File: src/itd_pkg.sv
// Package for the instruction timing decoder: opcode classes, timing and
// addressing constants, decode result carrier.
// Assumes a single 200 MHz system clock and synchronous active-low reset.
package itd_pkg;

    // ****************************************************************
    // Addressing constants
    // ****************************************************************
    localparam logic [7:0] ITD_SFR_BASE = 8'h80;
    localparam logic [7:0] ITD_SP_RESET = 8'h07;
    localparam logic [7:0] ITD_NOP_OP = 8'h00;
    localparam logic [7:0] ITD_SPARE_OP = 8'ha5;
    localparam int ITD_BANK_LSB = 3;
    localparam int ITD_PAGE_BITS = 11;

    // ****************************************************************
    // Timing constants
    // ****************************************************************
    localparam logic [3:0] ITD_ALIGN_MAX = 4'h2;
    localparam logic [1:0] ITD_WAIT_RESET = 2'h0;

    // ****************************************************************
    // Instruction classes
    // ****************************************************************
    typedef enum logic [3:0] {
        ITD_CLS_PLAIN = 4'h0,
        ITD_CLS_CODE_SIXTEEN_BIT_POINTER = 4'h1,
        ITD_CLS_COND = 4'h2,
        ITD_CLS_PAGE_JMP = 4'h3,
        ITD_CLS_PAGE_CALL = 4'h4,
        ITD_CLS_FAR_JMP = 4'h5,
        ITD_CLS_FAR_CALL = 4'h6,
        ITD_CLS_RET = 4'h7,
        ITD_CLS_NEAR_JMP = 4'h8,
        ITD_CLS_IND_JMP = 4'h9
    } itd_cls_t;

    typedef enum logic [2:0] {
        ITD_CND_CARRY = 3'h0,
        ITD_CND_NOCARRY = 3'h1,
        ITD_CND_ACCZ = 3'h2,
        ITD_CND_ACCNZ = 3'h3,
        ITD_CND_BITSET = 3'h4,
        ITD_CND_BITCLR = 3'h5,
        ITD_CND_UNEQUAL = 3'h6,
        ITD_CND_NONZERO = 3'h7
    } itd_cond_t;

    // Decode result
    typedef struct packed {
        logic [1:0] length;
        logic [3:0] baseCycles;
        logic [3:0] takenCycles;
        itd_cls_t cls;
        itd_cond_t cond;
        logic clearBit;
        logic pushOp;
    } itd_dec_t;

    // Operand address result
    typedef struct packed {
        logic [7:0] addr;
        logic isSfr;
    } itd_opnd_t;

endpackage : itd_pkg

File: src/itd_opcode_table.sv
// Opcode table: byte length, cycle costs, class and condition.
// Assumes the opcode byte is stable for the decode cycle.
`timescale 1ns/10ps
`default_nettype none
module itd_opcode_table
    import itd_pkg::*;
(
    input wire logic [7:0] opcode,
    output itd_dec_t dec
);
    always_comb begin
        dec = '{length: 2'd1, baseCycles: 4'h1, takenCycles: 4'h1,
                cls: ITD_CLS_PLAIN, cond: ITD_CND_CARRY,
                clearBit: 1'b0, pushOp: 1'b0};
        casez (opcode)
            8'h00, 8'ha5: dec.baseCycles = 4'h1;
            8'he4, 8'h23, 8'h33, 8'h03, 8'h13, 8'hc4: dec.baseCycles = 4'h1;
            8'hf4: dec.baseCycles = 4'h2;
            8'b1110_1???: dec.baseCycles = 4'h1;
            8'he5: begin
                dec.length = 2'd2;
                dec.baseCycles = 4'h2;
            end
            8'he6, 8'he7: dec.baseCycles = 4'h2;
            8'h90, 8'h85, 8'h75: begin
                dec.length = 2'd3;
                dec.baseCycles = 4'h3;
            end
            8'he0, 8'he2, 8'he3, 8'hf0, 8'hf2, 8'hf3:
                dec.baseCycles = 4'h3;
            8'h93: begin
                dec.baseCycles = 4'h4;
                dec.cls = ITD_CLS_CODE_SIXTEEN_BIT_POINTER;
            end
            8'h83: dec.baseCycles = 4'h3;
            8'hc0, 8'hd0: begin
                dec.length = 2'd2;
                dec.baseCycles = 4'h2;
                dec.pushOp = (opcode == 8'hc0);
            end
            8'hd6, 8'hd7: dec.baseCycles = 4'h2;
            8'hc3, 8'hd3, 8'hb3: dec.baseCycles = 4'h1;
            8'hc2, 8'hd2, 8'hb2, 8'h82, 8'hb0, 8'h72, 8'ha0, 8'ha2,
            8'h92: begin
                dec.length = 2'd2;
                dec.baseCycles = 4'h2;
            end
            8'h40, 8'h50, 8'h60, 8'h70: begin
                dec.length = 2'd2;
                dec.baseCycles = 4'h2;
                dec.takenCycles = 4'h4;
                dec.cls = ITD_CLS_COND;
                dec.cond = opcode[5] ? (opcode[4] ? ITD_CND_ACCNZ
                    : ITD_CND_ACCZ) : (opcode[4] ? ITD_CND_NOCARRY
                    : ITD_CND_CARRY);
            end
            8'h10, 8'h20, 8'h30: begin
                dec.length = 2'd3;
                dec.baseCycles = 4'h3;
                dec.takenCycles = 4'h5;
                dec.cls = ITD_CLS_COND;
                dec.cond = (opcode == 8'h30) ? ITD_CND_BITCLR
                    : ITD_CND_BITSET;
                dec.clearBit = (opcode == 8'h10);
            end
            8'b???0_0001, 8'b???1_0001: begin
                dec.length = 2'd2;
                dec.baseCycles = 4'h4;
                dec.cls = opcode[4] ? ITD_CLS_PAGE_CALL : ITD_CLS_PAGE_JMP;
            end
            8'h02, 8'h12: begin
                dec.length = 2'd3;
                dec.baseCycles = 4'h5;
                dec.cls = opcode[4] ? ITD_CLS_FAR_CALL : ITD_CLS_FAR_JMP;
            end
            8'h22, 8'h32: begin
                dec.baseCycles = 4'h6;
                dec.cls = ITD_CLS_RET;
            end
            8'h80: begin
                dec.length = 2'd2;
                dec.baseCycles = 4'h4;
                dec.cls = ITD_CLS_NEAR_JMP;
            end
            8'h73: begin
                dec.baseCycles = 4'h3;
                dec.cls = ITD_CLS_IND_JMP;
            end
            8'hb5, 8'hb6, 8'hb7: begin
                dec.length = 2'd3;
                dec.baseCycles = 4'h4;
                dec.takenCycles = 4'h6;
                dec.cls = ITD_CLS_COND;
                dec.cond = ITD_CND_UNEQUAL;
            end
            8'hb4: begin
                dec.length = 2'd3;
                dec.baseCycles = 4'h3;
                dec.takenCycles = 4'h6;
                dec.cls = ITD_CLS_COND;
                dec.cond = ITD_CND_UNEQUAL;
            end
            8'b1011_1???: begin
                dec.length = 2'd3;
                dec.baseCycles = 4'h3;
                dec.takenCycles = 4'h5;
                dec.cls = ITD_CLS_COND;
                dec.cond = ITD_CND_UNEQUAL;
            end
            8'b1101_1???: begin
                dec.length = 2'd2;
                dec.baseCycles = 4'h2;
                dec.takenCycles = 4'h4;
                dec.cls = ITD_CLS_COND;
                dec.cond = ITD_CND_NONZERO;
            end
            8'hd5: begin
                dec.length = 2'd3;
                dec.baseCycles = 4'h3;
                dec.takenCycles = 4'h5;
                dec.cls = ITD_CLS_COND;
                dec.cond = ITD_CND_NONZERO;
            end
            default: begin
                dec.length = 2'd1;
                dec.baseCycles = 4'h1;
            end
        endcase
    end
endmodule : itd_opcode_table
`default_nettype wire

File: src/itd_operand_addr.sv
// Operand address resolution: bank registers, indirect pointers, direct.
// Assumes the bank select field comes from the status word.
`timescale 1ns/10ps
`default_nettype none
module itd_operand_addr
    import itd_pkg::*;
(
    input wire logic [7:0] opcode,
    input wire logic [7:0] operand,
    input wire logic [1:0] bankSelectField,
    input wire logic [7:0] pointerValue,
    output itd_opnd_t opnd,
    output logic [7:0] bankRegAddr
);
    always_comb begin
        bankRegAddr = {3'h0, bankSelectField, opcode[2:0]};
        opnd.addr = operand;
        opnd.isSfr = 1'b0;
        if (opcode[3]) begin
            opnd.addr = bankRegAddr;
        end else if (opcode[2:1] == 2'b11) begin
            opnd.addr = pointerValue;
        end else begin
            opnd.isSfr = (operand >= ITD_SFR_BASE);
        end
    end
endmodule : itd_operand_addr
`default_nettype wire

File: src/itd_timing_decode.sv
// Instruction timing decoder: byte length, cycle count, branch targets.
// Assumes opcode and operand bytes arrive with instrValid for one cycle.
// What this block does
// - Some instruction cycle counts vary with alignment and wait setting.
// - Bank register to accumulator 1 cycle; direct or indirect 2 cycles.
// - External data moves are one byte, three cycles.
// - Code read via pointer 4-7 cycles; via program counter 3.
// - Carry and accumulator jumps: 2 not taken, 4-6 taken.
// - Bit jumps: 3 not taken, 5-7 taken; clear variant clears bit.
// - Page call 4-6 cycles; far call 5-7 cycles.
// - Subroutine and interrupt returns take 6-8 cycles.
// - Near, page jumps 4-6; far jump 5-7; indirect jump 3-5.
// - Compare-jump costs per operand form, not taken versus taken.
// - Decrement-jump: register 2 or 4-6; direct 3 or 5-7.
// - Relative offsets signed 8-bit from next instruction address.
// - Direct address low half RAM, upper half special registers.
// - Page target replaces low 11 bits within the 2 kB page.
// - Far target reaches all of 64 kB.
// - Spare opcode acts as one-byte one-cycle no-op.
// - Eight bank registers; indirect uses register 0 or 1.
// - Carry ops 1 cycle; direct bit ops two bytes, two cycles.
// - Accumulator clear, rotate, swap 1 cycle; complement 2.
// - Pointer load and direct moves three bytes, three cycles.
// - Push, pop 2 cycles; nibble exchange one byte, 2 cycles.
// - Bank select maps banks 0-3 to eight-byte windows from zero.
// - Stack pointer increments before push and resets to 7.
`timescale 1ns/10ps
`default_nettype none
module itd_timing_decode
    import itd_pkg::*;
(
    input wire logic clk_sys,
    input wire logic rst_n,
    input wire logic instrValid,
    input wire logic [7:0] opcode,
    input wire logic [7:0] operand1,
    input wire logic [7:0] operand2,
    input wire logic [15:0] instrAddr,
    input wire logic [7:0] accValue,
    input wire logic carryFlag,
    input wire logic testBit,
    input wire logic [1:0] bankSelectField,
    input wire logic [7:0] pointerValue,
    input wire logic [7:0] compareValue,
    input wire logic [7:0] counterValue,
    input wire logic [15:0] indirectTarget,
    input wire logic [15:0] returnTarget,
    input wire logic [1:0] flashReadWaitSetting,
    output logic busy,
    output logic done,
    output logic [1:0] byteLength_q,
    output logic [3:0] cycleCount_q,
    output logic branchTaken_q,
    output logic [15:0] nextPc_q,
    output logic clearTestBit_q,
    output logic [7:0] operandAddr_q,
    output logic operandIsSfr_q,
    output logic [7:0] bankRegAddr_q,
    output logic [7:0] stackTopPointer_q
);

    // ****************************************************************
    // Helper functions
    // ****************************************************************
    // signed offset add
    function automatic logic [15:0] relTarget(input logic [15:0] base,
                                              input logic [7:0] rel);
        relTarget = base + {{8{rel[7]}}, rel};
    endfunction : relTarget

    function automatic logic [3:0] penalty(input logic [15:0] target,
                                           input logic [1:0] waitSet);
        logic [3:0] p;
        p = {2'h0, waitSet} + {3'h0, target[0]};
        penalty = (p > ITD_ALIGN_MAX) ? ITD_ALIGN_MAX : p;
    endfunction : penalty

    // ****************************************************************
    // Decode
    // ****************************************************************
    itd_dec_t dec;
    itd_opnd_t opnd;
    logic [7:0] bankRegAddr;

    itd_opcode_table uTable (
        .opcode(opcode),
        .dec(dec)
    );

    itd_operand_addr uOpnd (
        .opcode(opcode),
        .operand(operand1),
        .bankSelectField(bankSelectField),
        .pointerValue(pointerValue),
        .opnd(opnd),
        .bankRegAddr(bankRegAddr)
    );

    // ****************************************************************
    // Sequencer states
    // ****************************************************************
    typedef enum logic [0:0] {
        ITD_IDLE = 1'b0,
        ITD_EXEC = 1'b1
    } itd_state_t;

    itd_state_t state_q;
    itd_state_t state_d;
    logic [3:0] remain_q;
    logic [3:0] remain_d;
    logic [1:0] byteLength_d;
    logic [3:0] cycleCount_d;
    logic branchTaken_d;
    logic [15:0] nextPc_d;
    logic clearTestBit_d;
    logic [7:0] operandAddr_d;
    logic operandIsSfr_d;
    logic [7:0] bankRegAddr_d;
    logic [7:0] stackTopPointer_d;
    logic [15:0] fallPc;
    logic [15:0] target;
    logic taken;
    logic [3:0] cost;

    // ****************************************************************
    // Target and condition
    // ****************************************************************
    always_comb begin
        fallPc = instrAddr + {14'h0, dec.length};
        target = fallPc;
        taken = 1'b0;
        case (dec.cls)
            ITD_CLS_COND: begin
                case (dec.cond)
                    ITD_CND_CARRY: taken = carryFlag;
                    ITD_CND_NOCARRY: taken = !carryFlag;
                    ITD_CND_ACCZ: taken = (accValue == 8'h00);
                    ITD_CND_ACCNZ: taken = (accValue != 8'h00);
                    ITD_CND_BITSET: taken = testBit;
                    ITD_CND_BITCLR: taken = !testBit;
                    ITD_CND_UNEQUAL: taken = (compareValue != operand1);
                    ITD_CND_NONZERO: taken = ((counterValue - 8'h01) != 8'h00);
                    default: taken = 1'b0;
                endcase
                target = relTarget(fallPc, (dec.length == 2'd3)
                    ? operand2 : operand1);
            end
            ITD_CLS_NEAR_JMP: begin
                taken = 1'b1;
                target = relTarget(fallPc, operand1);
            end
            ITD_CLS_PAGE_JMP, ITD_CLS_PAGE_CALL: begin
                taken = 1'b1;
                target = {fallPc[15:ITD_PAGE_BITS], opcode[7:5], operand1};
            end
            ITD_CLS_FAR_JMP, ITD_CLS_FAR_CALL: begin
                taken = 1'b1;
                target = {operand1, operand2};
            end
            ITD_CLS_RET: begin
                taken = 1'b1;
                target = returnTarget;
            end
            ITD_CLS_IND_JMP: begin
                taken = 1'b1;
                target = indirectTarget;
            end
            default: begin
                taken = 1'b0;
                target = fallPc;
            end
        endcase
        if (dec.cls == ITD_CLS_COND) begin
            cost = taken ? dec.takenCycles
                + penalty(target, flashReadWaitSetting) : dec.baseCycles;
        end else if (taken || dec.cls == ITD_CLS_CODE_SIXTEEN_BIT_POINTER) begin
            cost = dec.baseCycles + penalty(target, flashReadWaitSetting)
                + ((dec.cls == ITD_CLS_CODE_SIXTEEN_BIT_POINTER)
                ? {3'h0, flashReadWaitSetting == 2'h3} : 4'h0);
        end else begin
            cost = dec.baseCycles;
        end
    end

    // ****************************************************************
    // Sequencer next state
    // ****************************************************************
    always_comb begin
        state_d = state_q;
        remain_d = remain_q;
        byteLength_d = byteLength_q;
        cycleCount_d = cycleCount_q;
        branchTaken_d = branchTaken_q;
        nextPc_d = nextPc_q;
        clearTestBit_d = 1'b0;
        operandAddr_d = operandAddr_q;
        operandIsSfr_d = operandIsSfr_q;
        bankRegAddr_d = bankRegAddr_q;
        stackTopPointer_d = stackTopPointer_q;
        case (state_q)
            ITD_IDLE: begin
                if (instrValid) begin
                    byteLength_d = dec.length;
                    cycleCount_d = cost;
                    branchTaken_d = taken;
                    nextPc_d = taken ? target : fallPc;
                    clearTestBit_d = dec.clearBit && taken;
                    operandAddr_d = opnd.addr;
                    operandIsSfr_d = opnd.isSfr;
                    bankRegAddr_d = bankRegAddr;
                    if (dec.pushOp || dec.cls == ITD_CLS_PAGE_CALL
                        || dec.cls == ITD_CLS_FAR_CALL) begin
                        stackTopPointer_d = stackTopPointer_q
                            + ((dec.pushOp) ? 8'h01 : 8'h02);
                    end else if (opcode == 8'hd0) begin
                        stackTopPointer_d = stackTopPointer_q - 8'h01;
                    end else if (dec.cls == ITD_CLS_RET) begin
                        stackTopPointer_d = stackTopPointer_q - 8'h02;
                    end
                    remain_d = cost - 4'h1;
                    state_d = (cost == 4'h1) ? ITD_IDLE : ITD_EXEC;
                end
            end
            ITD_EXEC: begin
                remain_d = remain_q - 4'h1;
                if (remain_q == 4'h1) begin
                    state_d = ITD_IDLE;
                end
            end
            default: state_d = ITD_IDLE;
        endcase
    end

    // ****************************************************************
    // Registers
    // ****************************************************************
    always_ff @(posedge clk_sys) begin
        if (!rst_n) begin
            state_q <= ITD_IDLE;
            remain_q <= 4'h0;
            byteLength_q <= 2'h0;
            cycleCount_q <= 4'h0;
            branchTaken_q <= 1'b0;
            nextPc_q <= 16'h0000;
            clearTestBit_q <= 1'b0;
            operandAddr_q <= 8'h00;
            operandIsSfr_q <= 1'b0;
            bankRegAddr_q <= 8'h00;
            stackTopPointer_q <= ITD_SP_RESET;
        end else begin
            state_q <= state_d;
            remain_q <= remain_d;
            byteLength_q <= byteLength_d;
            cycleCount_q <= cycleCount_d;
            branchTaken_q <= branchTaken_d;
            nextPc_q <= nextPc_d;
            clearTestBit_q <= clearTestBit_d;
            operandAddr_q <= operandAddr_d;
            operandIsSfr_q <= operandIsSfr_d;
            bankRegAddr_q <= bankRegAddr_d;
            stackTopPointer_q <= stackTopPointer_d;
        end
    end

    // Busy while cycles remain; done on last cycle
    assign busy = (state_q == ITD_EXEC);
    assign done = (state_q == ITD_EXEC) ? (remain_q == 4'h1)
        : (instrValid && cost == 4'h1);

endmodule : itd_timing_decode
`default_nettype wire

File: config.mk
export PLATFORM = sky130hd
export DESIGN_NAME = itd_timing_decode
export DESIGN_NICKNAME = d
export VERILOG_FILES = /design/src/itd_pkg.sv /design/src/itd_opcode_table.sv /design/src/itd_operand_addr.sv /design/src/itd_timing_decode.sv
export SDC_FILE = /design/constraint.sdc
export NUM_CORES = 1
export LEC_CHECK = 0
export ABC_CLOCK_PERIOD_IN_PS = 8029
export BUFFER_PORTS_ARGS = -buffer_cell sky130_fd_sc_hd__clkbuf_2
export CAP_MARGIN = 25
export CORE_MARGIN = 2
export CORE_UTILIZATION = 40
export CTS_CLUSTER_DIAMETER = 200
export DETAILED_ROUTE_END_ITERATION = 10
export SLEW_MARGIN = 15
export SYNTH_ARGS = -nofsm -noshare
export SYNTH_HDL_FRONTEND = slang
export SYNTH_SLANG_ARGS = --single-unit
File: constraint.sdc
create_clock -name clk_sys -period 8.03 [get_ports clk_sys]
set_clock_uncertainty 0.15 [all_clocks]
set_input_delay 0.803 -clock clk_sys [delete_from_list [all_inputs] [get_ports clk_sys]]
set_output_delay 0.803 -clock clk_sys [all_outputs]
set_load 0.005 [all_outputs]
# Word level (Yosys, flattened, before mapping)
# Cells that the tools add are included.
[classes]
mux = 38
bitwise_logic = 3
shift = 0
n_div = 0
n_eq_ne = 73
magnitude_cmp = 2
addsub = 13
n_mul = 0
n_reduce_logical = 35
[op_table]
columns = ["operator", "count"]
rows = [
  ["$eq A8 B8 Y1 const B", 32],
  ["$pmux W16 S6", 1],
  ["$eq A8 B7 Y1 const B", 7],
  ["$mux W8", 6],
  ["$add A16 B16 Y16", 2],
  ["$eq A8 B6 Y1 const B", 4],
  ["$pmux W4 S7", 1],
  ["$reduce_or A14 Y1", 2],
  ["$reduce_or A22 Y1", 1],
  ["$reduce_or A20 Y1", 1],
  ["$reduce_or A17 Y1", 1],
  ["$add A16 B2 Y16", 1],
  ["$eq A4 B3 Y1 const B", 4],
  ["$eq A8 B5 Y1 const B", 2],
  ["$mux W16", 1],
  ["$mux W4", 4],
  ["$reduce_bool A8 Y1", 2],
  ["$sub A8 B1 Y8 const B", 2],
  ["$eq A5 B5 Y1 const B", 3],
  ["$pmux W3 S5", 1],
  ["$reduce_or A5 Y1", 3],
  ["$reduce_or A2 Y1", 7],
  ["$reduce_or A7 Y1", 2],
  ["$eq A3 B3 Y1 const B", 4],
  ["39 further kinds", 70],
]
[totals]
latch_bits = 0
elab_cells = 175
output_inout_bits = 51
ramBits = 0
ff_bits = 51
romBits = 0
mem_count = 0
in_bits = 113

# Logic depth before layout (Yosys ltp)
[depth]
ltp_word = 18
ltp_mapped = 27
ltp_nobuf = 25

# Hierarchy
# A second synthesis with hierarchy kept.
[unflattened]
hier_cells = 760
hier_area_um2 = 5625.4
[modules_own_cells]
columns = ["module", "cells_per_inst", "area_each_um2", "n_inst", "seq_area_each_um2"]
rows = [
  ["itd_timing_decode", 598, 4604.4, 1, 1081.0],
  ["itd_opcode_table", 119, 733.2, 1, 0.0],
  ["itd_operand_addr", 43, 287.8, 1, 0.0],
]

# Worst setup path before layout
# OpenSTA, ideal clock, no wires.
[synth_timing]
kind = "input to output"
startpoint = "in opcode[2]"
endpoint = "out done"
path_stages = 24
slack_ps = 1925
arrival_time_ps = 5152
cell_sequence = "buf_6 -> buf_2 -> nor4bb_1 -> a22oi_1 -> o221ai_1 -> or3_1 -> buf_2 -> mux2_2 -> ha_1 -> inv_1 -> o21a_1 -> nand2_1 -> ha_1 -> inv_1 -> ha_1 -> nand2_1 -> fa_1 -> fa_1 -> o21ai_0 -> mux2_2 -> inv_1 -> ha_1 -> nand3_1 -> o21ai_0"
[synth_via]
elab_chain_cells = 17
[synth_rtl]
columns = ["element", "line", "rtl"]
rows = [
  ["start, declared", "itd_timing_decode.sv:35", "input wire logic [7:0] opcode,"],
  ["branches (longest 13 deep; another with $add A16 B2 Y16)", "-", ""],
  ["$mux W4 (*)", "itd_timing_decode.sv:173", "if (dec.cls == ITD_CLS_COND) begin"],
  ["$eq A4 B1 Y1 (*)", "itd_timing_decode.sv:268", ": (instrValid && cost == 4'h1);"],
  ["$logic_and A1 B1 Y1 (*)", "itd_timing_decode.sv:268", ""],
  ["$mux W1 (*)", "itd_timing_decode.sv:267", "assign done = (state_q == ITD_EXEC) ? (remain_q == 4'h1)"],
  ["end, declared", "itd_timing_decode.sv:50", "output logic done,"],
]
# Mark *: on every way between the ends.

==> results.json <==
{
  "status": "completed",
  "area_delta_synth_final_pct": 18.6,
  "start_util_pct": 41.3,
  "setup_slack_ns": 1.09,
  "hpwlAfterDp_um": 15200,
  "cts.sinks": 51,
  "antenna_found_initial": 0,
  "gp_congestion": 0.909,
  "yosys.cell_types.count": 89,
  "io_pins": 164,
  "dp_slack_ns": 1.05,
  "path_clk_slew_ns": 0.07,
  "first_pass_iters": 5,
  "n_fill_cell": 1380,
  "grt_max_degree": 53,
  "ys_warn_count": 0,
  "synth_edf_count": 0,
  "placed_cells": 998,
  "crit_path_max_fanout": 24,
  "p_leak_nw": 2.97,
  "drt_iter0_markers": 341,
  "start_kind": "input pin",
  "slew_violations": 0,
  "synth.area.top_cells": "dfxtp_1 19%, ha_1 7.7%, nand2_1 5.7%, mux2_2 4.1%, xor2_1 4.0%",
  "wire_per_inst_um": 19.1,
  "arrival_ns": 5.99,
  "cts_tree": "built",
  "final_cells": 1007,
  "p_per_area_nw_per_um2": 132,
  "vias": 5815,
  "fin_nets": 983,
  "ys_ff_latch": 51,
  "ys_seq_area_share_pct": 18.5,
  "yosysMostFrequentCell": "nand2_1",
  "layout-drive-gt1-share_pct": 26.8,
  "critPathSlowestCell": "nor4b_1",
  "hold_class": "register to register",
  "maxCapViolCount": 0,
  "postSynthAreaPerCell_um2": 7.91,
  "hold_buffers": 0,
  "antenna_left": 0,
  "overflow": 0,
  "rows": 42,
  "vdd_ir_drop_max_v": 0.0000872,
  "fmax_mhz": 144,
  "finalSetupTns_ns": 0,
  "core_area_um2": 13300,
  "setup_viol_count_final": 0,
  "multi_input_area_um2": 4160,
  "via_per_inst": 5.77,
  "grtUsageTotal_pct": 25.7,
  "max_slew_margin_pct": 37.8,
  "insertedDiodeCount": 0,
  "cts_setup_buffers": 0,
  "cts_resized": 0,
  "remaining_drc_errors": 0,
  "die_y_um": 121,
  "period_share_pct": 86.5,
  "seqCellArea_um2": 1020,
  "required_ns": 7.08,
  "finalCriticalPeriod_ns": 6.94,
  "yosysTopAreaCell": "dfxtp_1",
  "path_cells": "clkbuf_2 -> nor4_4 -> nor4b_1 -> nor2_1 -> nand3_1 -> nor3_1 -> ha_1 -> ha_1 -> inv_1 -> o21a_1 -> nand2_1 -> ha_1 -> inv_1 -> ha_1 -> nand2_1 -> fa_1 -> fa_1 -> o21ai_0 -> mux2_2 -> inv_1 -> ha_1 -> nand3_1 -> o21ai_0 -> clkbuf_2",
  "path_common_cell": "ha_1",
  "worst_pin_slew_ns": 0.933,
  "async_reset_ff_share_pct": 0,
  "dieArea_um2": 14700,
  "cp_slowest_stage_delay_ns": 0.65,
  "cts_root_buf": "clkbuf_16",
  "rrSetupSlack_ns": 5.50,
  "finalWirelength_um": 19200,
  "first_global_vias": 5669,
  "dieWidth_um": 121,
  "netlist_instances": 697,
  "cts_max_path_buffers": 2,
  "finalHoldViolations": 0,
  "port-buffer-count": 160,
  "syn_area_um2": 5510,
  "numCtsBuffers": 5,
  "rsz0062_at_grt": "no",
  "grt_pass1_wl_um": 29500,
  "yosysTopAreaCellShare_pct": 18.5,
  "ys.flop_type": "dfxtp_1",
  "cp-end-kind": "output pin",
  "clock_latency_ns": 0.29,
  "crit_type": "input pin to output pin",
  "synth_common_cells": "83 x nand2_1, 51 x dfxtp_1, 41 x a21oi_1",
  "htree_num_levels": 2
}
[state kept, by name, summed over array words and instances, names as in the netlist]
| register | count |
|---|---|
| remain_q | 4 |
| bankRegAddr_q | 5 |
| operandIsSfr_q | 1 |
| branchTaken_q | 1 |
| nextPc_q | 16 |
| cycleCount_q | 4 |
| clearTestBit_q | 1 |
| byteLength_q | 2 |
| stackTopPointer_q | 8 |
| busy | 1 |
| operandAddr_q | 8 |
[kinds of logic (layout without fill, tap and decap cells)]
group           after synthesis  after routing  synth area share, %
buf+inv                      75            207                 6.20
compound gates              216            216                 28.3
other cells                   1              3               0.0681
fa+ha+maj                    40             40                 9.90
mux                          37             37                 7.18
simple gates                239            239                 23.8
flops                        51             51                 18.5
xor+xnor                     38             38                 6.04
[worst paths after layout]
path | start | to | cells past startpoint
setup / recovery | opcode[3] | done | 24
setup reg to reg | stackTopPointer_q[1] | stackTopPointer_q[7] | 9
hold / removal | bankRegAddr_q[4] | bankRegAddr_q[4] | 2
hold reg to reg | bankRegAddr_q[4] | bankRegAddr_q[4] | 2
[metrics by stage]
stage / power (mW) / area, µm² / hold WS (ns) / utilization [%]
floorplan: 0.523 / 5520 / 0.307 / -
global placement: 0.642 / 6370 / 0.305 / 47.7
detailed placement: 0.647 / 6370 / 0.315 / 47.7
CTS: 0.872 / 6520 / 0.325 / 48.9
global route: 0.924 / 6540 / 0.350 / 49.0
finish: 0.865 / 6540 / 0.319 / 49.0
[layout by cell type, fill, tap and decap left out, types with 6 or more instances in the layout]
cell type  synthesis  layout
ha_1              34      34
xor2_1            25      25
a21boi_0          26      26
dfxtp_1           51      51
mux2_2            20      20
xnor2_1           13      13
o21a_1             6       6
o21ai_0           36      36
o211ai_1          19      19
buf_4              3       7
clkbuf_2           0     160
nand2b_1           7       7
nor2b_1           13      13
mux2i_1           17      17
nand3_1           20      20
a222oi_1          11      11
o211a_1           10      10
a21oi_1           41      41
nor3_1            19      19
and2_1             9       9
or3_1              7       7
a211oi_1           6       6
nor4_1             8       8
and3_1            10      10
nand2_1           83      83
fa_1               6       6
inv_1             29      29
nor2_1            23      22
[where the power goes]
| group | leakage (nW) | total (mW) | internal (mW) | switching (mW) |
|---|---|---|---|---|
| clock | 0.0731 | 0.222 | 0.125 | 0.0978 |
| combinational | 2.48 | 0.352 | 0.148 | 0.204 |
| sequential | 0.419 | 0.290 | 0.275 | 0.0153 |
[metal layers]
| metal | share of wire [%] | track usage [%] |
|---|---|---|
| met1 | 42 | 31.7 |
| met2 | 50 | 45.9 |
| met3 | 5.6 | 3.57 |
| met4 | 2.6 | 7.90 |
| met5 | 0 | 0 |
[area by class of cell]
| type | instances | share of cell area [%] |
|---|---|---|
| well taps | 176 | 3.37 |
| multi-input cells | 573 | 63.6 |
| clock buffers | 6 | 2.13 |
| inverters | 31 | 1.78 |
| clock inverters | 2 | 0.249 |
| repair buffers | 168 | 13.2 |
| flip-flops and latches | 51 | 15.6 |
[worst max-delay path, delay by kind of cell]
family | cells | cell delay [ns]
buf+inv | 5 | 0.76
mux | 1 | 0.29
fa+ha+maj | 7 | 2.12
simple gates | 8 | 1.65
compound gates | 3 | 0.37
Power figures use the tool's default switching activity.
